===== src/rtl/sar_adc_regs.svh =====
// Constants of the sampling converter control block: widths and timing counts.
// Assumes a 100 MHz core clock; included by the package, the comparator model and the bench.
`ifndef SAR_ADC_REGS_SVH
`define SAR_ADC_REGS_SVH

`define RESULT_WIDTH   12
`define MSB_INDEX      4'h0_00B
`define SAR_CLEAR      12'h000
`define CLK_FREQ_MHZ   100
`define BIT_TIME_NS    120
`define BIT_CYCLES     ((`BIT_TIME_NS * `CLK_FREQ_MHZ + 999) / 1000)
`define ACQ_TIME_NS    200
`define CNT_WIDTH      8

`endif


===== src/rtl/sar_adc_pkg.sv =====
// Types of the sampling converter control block.
// Assumes the constant header sits beside it on the include path.
`include "sar_adc_regs.svh"

package sar_adc_pkg;

    typedef enum logic [1:0]
    {
        ST_IDLE    = 2'b00,
        ST_CONVERT = 2'b01,
        ST_LATCH   = 2'b10,
        ST_FINISH  = 2'b11
    } conv_state_t;

    typedef struct packed
    {
        logic [`CNT_WIDTH-1:0] cnt;
        logic                  tick;
    } timer_state_t;

    typedef struct packed
    {
        logic                     cs_s1;
        logic                     cs_s2;
        logic                     rd_s1;
        logic                     rd_s2;
        logic                     cv_s1;
        logic                     cv_s2;
        logic                     cv_s3;
        logic                     bp_s1;
        logic                     bp_s2;
        logic                     cmp_s1;
        logic                     cmp_s2;
        conv_state_t              state;
        logic [3:0]               idx;
        logic [`RESULT_WIDTH-1:0] sar;
        logic [`RESULT_WIDTH-1:0] dac;
        logic [`RESULT_WIDTH-1:0] latch;
        logic [`RESULT_WIDTH-1:0] dout;
        logic                     oe_n;
        logic                     busy_n;
        logic                     restart;
    } ctrl_state_t;

endpackage


===== src/rtl/sar_bit_timer.sv =====
// Internal conversion clock: one tick every bit period, restarted on demand.
// Assumes restart is a one-cycle pulse from logic on the same clock.
`timescale 1ns/1ps

module sar_bit_timer
(
    input  wire logic mclk,
    input  wire logic resetn,
    input  wire logic restart,
    output logic      tick
);

    localparam int BIT_CYC = `BIT_CYCLES;

    sar_adc_pkg::timer_state_t st_q;
    sar_adc_pkg::timer_state_t st_d;

    // ****************************************************************
    // Counter
    // ****************************************************************
    always_comb
    begin
        st_d = st_q;
        st_d.tick = 1'b0;
        if (restart)
        begin
            st_d.cnt = '0;
        end
        else if (st_q.cnt == `CNT_WIDTH'(BIT_CYC - 1))
        begin
            st_d.cnt = '0;
            st_d.tick = 1'b1;
        end
        else
        begin
            st_d.cnt = st_q.cnt + `CNT_WIDTH'(1);
        end
    end

    always_ff @(posedge mclk or negedge resetn)
    begin
        if (!resetn)
        begin
            st_q <= '0;
        end
        else
        begin
            st_q <= st_d;
        end
    end

    assign tick = st_q.tick;
endmodule // sar_bit_timer


===== src/rtl/sar_adc_ctrl.sv =====
// Control logic of a 12-bit successive-approximation converter with parallel host port.
// Assumes host strobes and the comparator arrive asynchronously; all are resynchronised.
// Notes on behaviour
// - Falling conversion start edge starts conversion.
// - Strobes ignored unless chip select low.
// - Data driven only with read and select low.
// - Busy low throughout a running conversion.
// - Result register cleared at conversion start.
// - Running conversion cannot be restarted.
// - Bits decided from MSB down to LSB.
// - Finished word loaded into output latches.
// - Twelve data lines, highest carries MSB.
// - Unipolar straight binary, bipolar two's complement.
`timescale 1ns/1ps

module sar_adc_ctrl
(
    input  wire logic                     mclk,
    input  wire logic                     resetn,
    input  wire logic                     cs_n,
    input  wire logic                     rd_n,
    input  wire logic                     conversion_start_n,
    input  wire logic                     bipolar,
    input  wire logic                     cmp_above,
    output logic                          busy_n,
    output logic [`RESULT_WIDTH-1:0]      dac_code,
    output logic [`RESULT_WIDTH-1:0]      data_out,
    output logic                          data_oe_n
);

    sar_adc_pkg::ctrl_state_t st_q;
    sar_adc_pkg::ctrl_state_t st_d;
    logic                     tick;
    logic                     start_fall;

    function automatic logic [`RESULT_WIDTH-1:0] bit_mask(input logic [3:0] i);
        bit_mask = 12'h001 << i;
    endfunction

    // ****************************************************************
    // Bit clock
    // ****************************************************************
    sar_bit_timer u_timer
    (
        .mclk    (mclk),
        .resetn  (resetn),
        .restart (st_q.restart),
        .tick    (tick)
    );

    // The rising edge is deliberately ignored, so a slow host cannot retrigger.
    assign start_fall = st_q.cv_s3 & ~st_q.cv_s2;

    // ****************************************************************
    // Next state
    // ****************************************************************
    always_comb
    begin
        st_d = st_q;
        // Two flops on every pin input; the start line takes a third for its edge.
        // The price is three cycles of latency on each strobe, which the host sees.
        st_d.cs_s1 = cs_n;
        st_d.cs_s2 = st_q.cs_s1;
        st_d.rd_s1 = rd_n;
        st_d.rd_s2 = st_q.rd_s1;
        st_d.cv_s1 = conversion_start_n;
        st_d.cv_s2 = st_q.cv_s1;
        st_d.cv_s3 = st_q.cv_s2;
        st_d.bp_s1 = bipolar;
        st_d.bp_s2 = st_q.bp_s1;
        st_d.cmp_s1 = cmp_above;
        st_d.cmp_s2 = st_q.cmp_s1;
        st_d.restart = 1'b0;
        case (st_q.state)
            sar_adc_pkg::ST_IDLE:
            begin
                if (start_fall && !st_q.cs_s2)
                begin
                    st_d.state = sar_adc_pkg::ST_CONVERT;
                    st_d.sar = `SAR_CLEAR;
                    st_d.idx = `MSB_INDEX;
                    st_d.restart = 1'b1;
                end
            end
            sar_adc_pkg::ST_CONVERT:
            begin
                // Further start edges fall through here unheard.
                if (tick)
                begin
                    if (st_q.cmp_s2)
                    begin
                        st_d.sar = st_q.sar | bit_mask(st_q.idx);
                    end
                    if (st_q.idx == 4'h0)
                    begin
                        st_d.state = sar_adc_pkg::ST_LATCH;
                    end
                    else
                    begin
                        st_d.idx = st_q.idx - 4'h1;
                    end
                end
            end
            sar_adc_pkg::ST_LATCH:
            begin
                // The array settles to offset binary; bipolar flips the sign bit.
                st_d.latch = st_q.bp_s2 ? (st_q.sar ^ bit_mask(`MSB_INDEX)) : st_q.sar;
                st_d.state = sar_adc_pkg::ST_FINISH;
            end
            sar_adc_pkg::ST_FINISH:
            begin
                st_d.state = sar_adc_pkg::ST_IDLE;
            end
            default:
            begin
                st_d.state = sar_adc_pkg::ST_IDLE;
            end
        endcase
        st_d.dac = (st_d.state == sar_adc_pkg::ST_CONVERT) ? (st_d.sar | bit_mask(st_d.idx))
                                                           : st_d.sar;
        st_d.busy_n = (st_d.state == sar_adc_pkg::ST_IDLE);
        st_d.dout = st_q.latch;
        st_d.oe_n = ~(~st_q.cs_s2 & ~st_q.rd_s2);
    end

    // ****************************************************************
    // State register
    // ****************************************************************
    always_ff @(posedge mclk or negedge resetn)
    begin
        if (!resetn)
        begin
            st_q <= '0;
            st_q.cs_s1 <= 1'b1;
            st_q.cs_s2 <= 1'b1;
            st_q.rd_s1 <= 1'b1;
            st_q.rd_s2 <= 1'b1;
            st_q.cv_s1 <= 1'b1;
            st_q.cv_s2 <= 1'b1;
            st_q.cv_s3 <= 1'b1;
            st_q.oe_n <= 1'b1;
            st_q.busy_n <= 1'b1;
            st_q.state <= sar_adc_pkg::ST_IDLE;
        end
        else
        begin
            st_q <= st_d;
        end
    end

    assign busy_n = st_q.busy_n;
    assign dac_code = st_q.dac;
    assign data_out = st_q.dout;
    assign data_oe_n = st_q.oe_n;
endmodule // sar_adc_ctrl


===== config.mk =====
export PLATFORM = sky130hd
export DESIGN_NAME = sar_adc_ctrl
export DESIGN_NICKNAME = d
export VERILOG_FILES = /design/src/rtl/sar_adc_pkg.sv /design/src/rtl/sar_bit_timer.sv /design/src/rtl/sar_adc_ctrl.sv
export VERILOG_INCLUDE_DIRS = /design/src /design/src/rtl
export SDC_FILE = /design/constraint.sdc
export NUM_CORES = 1
export LEC_CHECK = 0
export BUFFER_PORTS_ARGS = -buffer_cell sky130_fd_sc_hd__buf_2
export CAP_MARGIN = 0
export CELL_PAD_IN_SITES_DETAIL_PLACEMENT = 0
export CELL_PAD_IN_SITES_GLOBAL_PLACEMENT = 2
export CORE_UTILIZATION = 42
export DETAILED_ROUTE_END_ITERATION = 10
export GPL_ROUTABILITY_DRIVEN = 0
export HOLD_SLACK_MARGIN = 0.06
export PLACE_DENSITY = 0.84
export SYNTH_ARGS = -nofsm -noshare
export SYNTH_HDL_FRONTEND = slang
export SYNTH_SLANG_ARGS = --single-unit

===== constraint.sdc =====
create_clock -name mclk -period 5.17 [get_ports mclk]
set_input_delay 1.034 -clock mclk [delete_from_list [all_inputs] [get_ports mclk]]
set_output_delay 1.034 -clock mclk [all_outputs]
set_load 0.03 [all_outputs]

==> results.toml <==
[outcome]
status = "complete, no violations"

[run]
max-cap-violations = 0

[floorplan]
dieArea_um2 = 7860
start_util = 0.435
die_h_um = 88.6
core_um2 = 7250
ios = 33
placementRows = 31
die_w_um = 88.6

[routing]
routedWlPerCell_um = 15.3
drc = 0
firstDrtPassIters = 4
drt_iter0_drc = 83
num_vias = 1876
ant_nets = 0
post_drt_via_cell_ratio = 5.04
routed_wl_mm = 5.70

[sta]
worst_slack_ns = 2.85
max_slew_margin = 0.389
finalSetupTns_ns = 0
fin_skew_ns = 0.0140
max_freq_ghz = 0.432
grt_setup_unrepaired = "no"
finalMaxSlewViolations = 0
setup_viol_count_final = 0
tightest_slew_ns = 0.917
finalCriticalPeriod_ns = 2.32
hold_viol = 0
fin_hold_ws_ns = 0.351
finalCritPeriodShare = 0.448

[pwr]
power.leakage_uw = 0.00171
p_sw_uw = 618
combPwrFrac = 0.270
p_seq_frac = 0.472
p_int_uw = 1100
swShare = 0.359
ir_drop_uv = 186
p_per_area_nw_per_um2 = 503
pwr-share-clk = 0.258

[clock_tree]
clock_path_buffers = 2
htree_levels = 3
insertion_delay_ns = 0.35
cts.clk_slew.worst_paths_ns = 0.08
cts_resized = 0
cts_tree = "yes"
hold_buffers = 0
clockRootBuffer = "clkbuf_8"
numCtsBuffers = 9
clock_sinks = 77
cts_setup_buffers = 0

[global_route]
grt_use_total = 0.160
globalRoute.totalOverflow = 0
grt_pass1_wl_mm = 9.05
grt_pass1_vias = 1805
grt_start_max_net_pins = 78
antenna_found_initial = 0

[cells_and_area]
antenna_cells = 0
area_growth_pct = 8.61
final-instance-count-excl-fill = 372
drive_gt1_frac = 0.282
nNetsFinal = 281
postLayoutCellArea_um2 = 3420

[setup_path]
cp.arrival_ns = 2.55
crit_required_ns = 5.41
end_kind = "register"
cp_max_fo = 9
criticalPathCategory = "reg2reg"
critPathLaunchType = "register"

[synth]
synth_nets = 268
syn_area_per_cell_um2 = 12.4
synthMuxAreaShare = 0.0393
syn-cell-area_um2 = 3150
synth_compound_area_frac = 0.100
synth_ff_type = "dfrtp_1"
seq_area_frac_synth = 0.615
synth_top_family_by_area = "simple AND/OR/NAND/NOR gates"
synthAdderAreaFrac = 0.0238
synth.distinct_cells = 46
async_flop_share = 1.00
synthXorXnorAreaFrac = 0.0194
synth-simple-area-share = 0.119
yosysWarnings = 0
synth_seq_cells = 77
synthCells = 255
synth_edf_count = 0

[placement]
post_dp_cell_area_um2 = 3230
numPlacedInstances = 356
hpwl_mm = 3.85
placement.io_buffers = 32
post-place-ws_ns = 2.86

[min_path]
hp-class = "reg2reg"
-- area by class of cell --
class                      instances  area, um^2
clock inverter                     6        70.1
tap                               99         124
inverter                          14        52.6
clock buffer                      10         128
timing repair buffer              32         163
sequential                        77        1940
multi-input combinational        134         950
fill                             698        3830
-- path summary, 6_finish.rpt --
path / start / to / slack, ns / cells past startpoint
setup / recovery: st_q[51] / dac_code[8] / 2.85 / 6
hold / removal: st_d[57] / st_q[57] / 0.35 / 0
setup reg to reg: st_q[51] / dac_code[8] / 2.85 / 6
hold reg to reg: st_d[57] / st_q[57] / 0.35 / 0
max in group asynchronous: resetn / st_q[55] / 3.75 / 1
min in group asynchronous: resetn / data_out[11] / 0.81 / 1
-- stage by stage --
stage | total power, uW | util
final | 1720 | 0.472
after global routing | 1820 | 0.472
after CTS | 1740 | 0.472
after detailed placement | 1280 | 0.445
after global placement | 1280 | 0.445
after floorplan | 1170 | -
-- cells by family (layout without fill, tap and decap cells) --
group                      Yosys count  after routing
AOI/OAI and AO/OA                   44             44
DFF                                 77             77
and+or+nand+nor                     66             66
muxes                               11             11
buffers and inverters               44             62
xor gates and xnor gates             7              7
adders and majority gates            6              6
-- cells in the final DEF, fill, tap and decap left out, types with 2 or more instances in the layout --
cell type / count
xor2_1: 2
buf_2: 31
nand3_1: 3
ha_1: 6
o32ai_1: 6
clkinvlp_4: 3
inv_1: 14
nor3_1: 5
or2_2: 5
nor2b_1: 3
and3_1: 2
dfstp_2: 9
inv_6: 2
a21oi_1: 7
nand2_1: 7
dfrtp_1: 68
nand2b_1: 4
xnor2_1: 5
nor2_1: 23
and2b_1: 2
clkbuf_8: 9
a31oi_1: 5
nor4b_1: 3
mux2_2: 11
o21ai_0: 9
o41ai_1: 7
-- layer usage --
metal  track usage  vias up  part of all wire
met5             0        -                 0
met4        0.0748        0             0.021
met3        0.0653        8             0.034
met2         0.238       45              0.49
met1         0.205      936              0.46
li1              -      887                 -
-- flip-flops by register name (all words and copies together) (netlist names) --
name,flops
data_out,12
st_q,24
st_d,18
busy_n,1
data_oe_n,1
u_timer.st_q,8
u_timer.tick,1
dac_code,12
-- critical path, stage by stage (launching register included) --
cell     delay (ns)
dfrtp_1        0.49
inv_1          0.17
ha_1           0.26
nor3b_2        0.45
o311a_2        0.32
inv_1          0.14
o41ai_1        0.37
-- power by group through the flow --
stage	combinational (uW)	clock, uW	sequential (uW)
after CTS	464	461	811
after floorplan	388	0	783
after global routing	511	483	827
final	465	445	812
after global placement	460	0	824
after detailed placement	461	0	821
-- cells in the mapped netlist (2+ instances only) --
cell type / instances / share of area
dfrtp_1: 68 / 0.54
o41ai_1: 7 / 0.019
xnor2_1: 5 / 0.014
inv_1: 14 / 0.017
or2_2: 5 / 0.0099
nor3_1: 5 / 0.0079
buf_2: 2 / 0.0032
o21ai_0: 9 / 0.014
nor2_1: 23 / 0.027
nor2b_1: 3 / 0.0060
dfstp_2: 9 / 0.075
buf_1: 2 / 0.0024
mux2_2: 11 / 0.039
nand2b_1: 4 / 0.0079
nor4b_1: 3 / 0.0083
ha_1: 6 / 0.024
and3_1: 2 / 0.0040
buf_4: 24 / 0.057
nand2_1: 7 / 0.0083
a31oi_1: 5 / 0.0099
a21oi_1: 7 / 0.011
nand3_1: 3 / 0.0048
xor2_1: 2 / 0.0056
and2b_1: 2 / 0.0048
o32ai_1: 6 / 0.017
(Power assumes the default switching activity.)
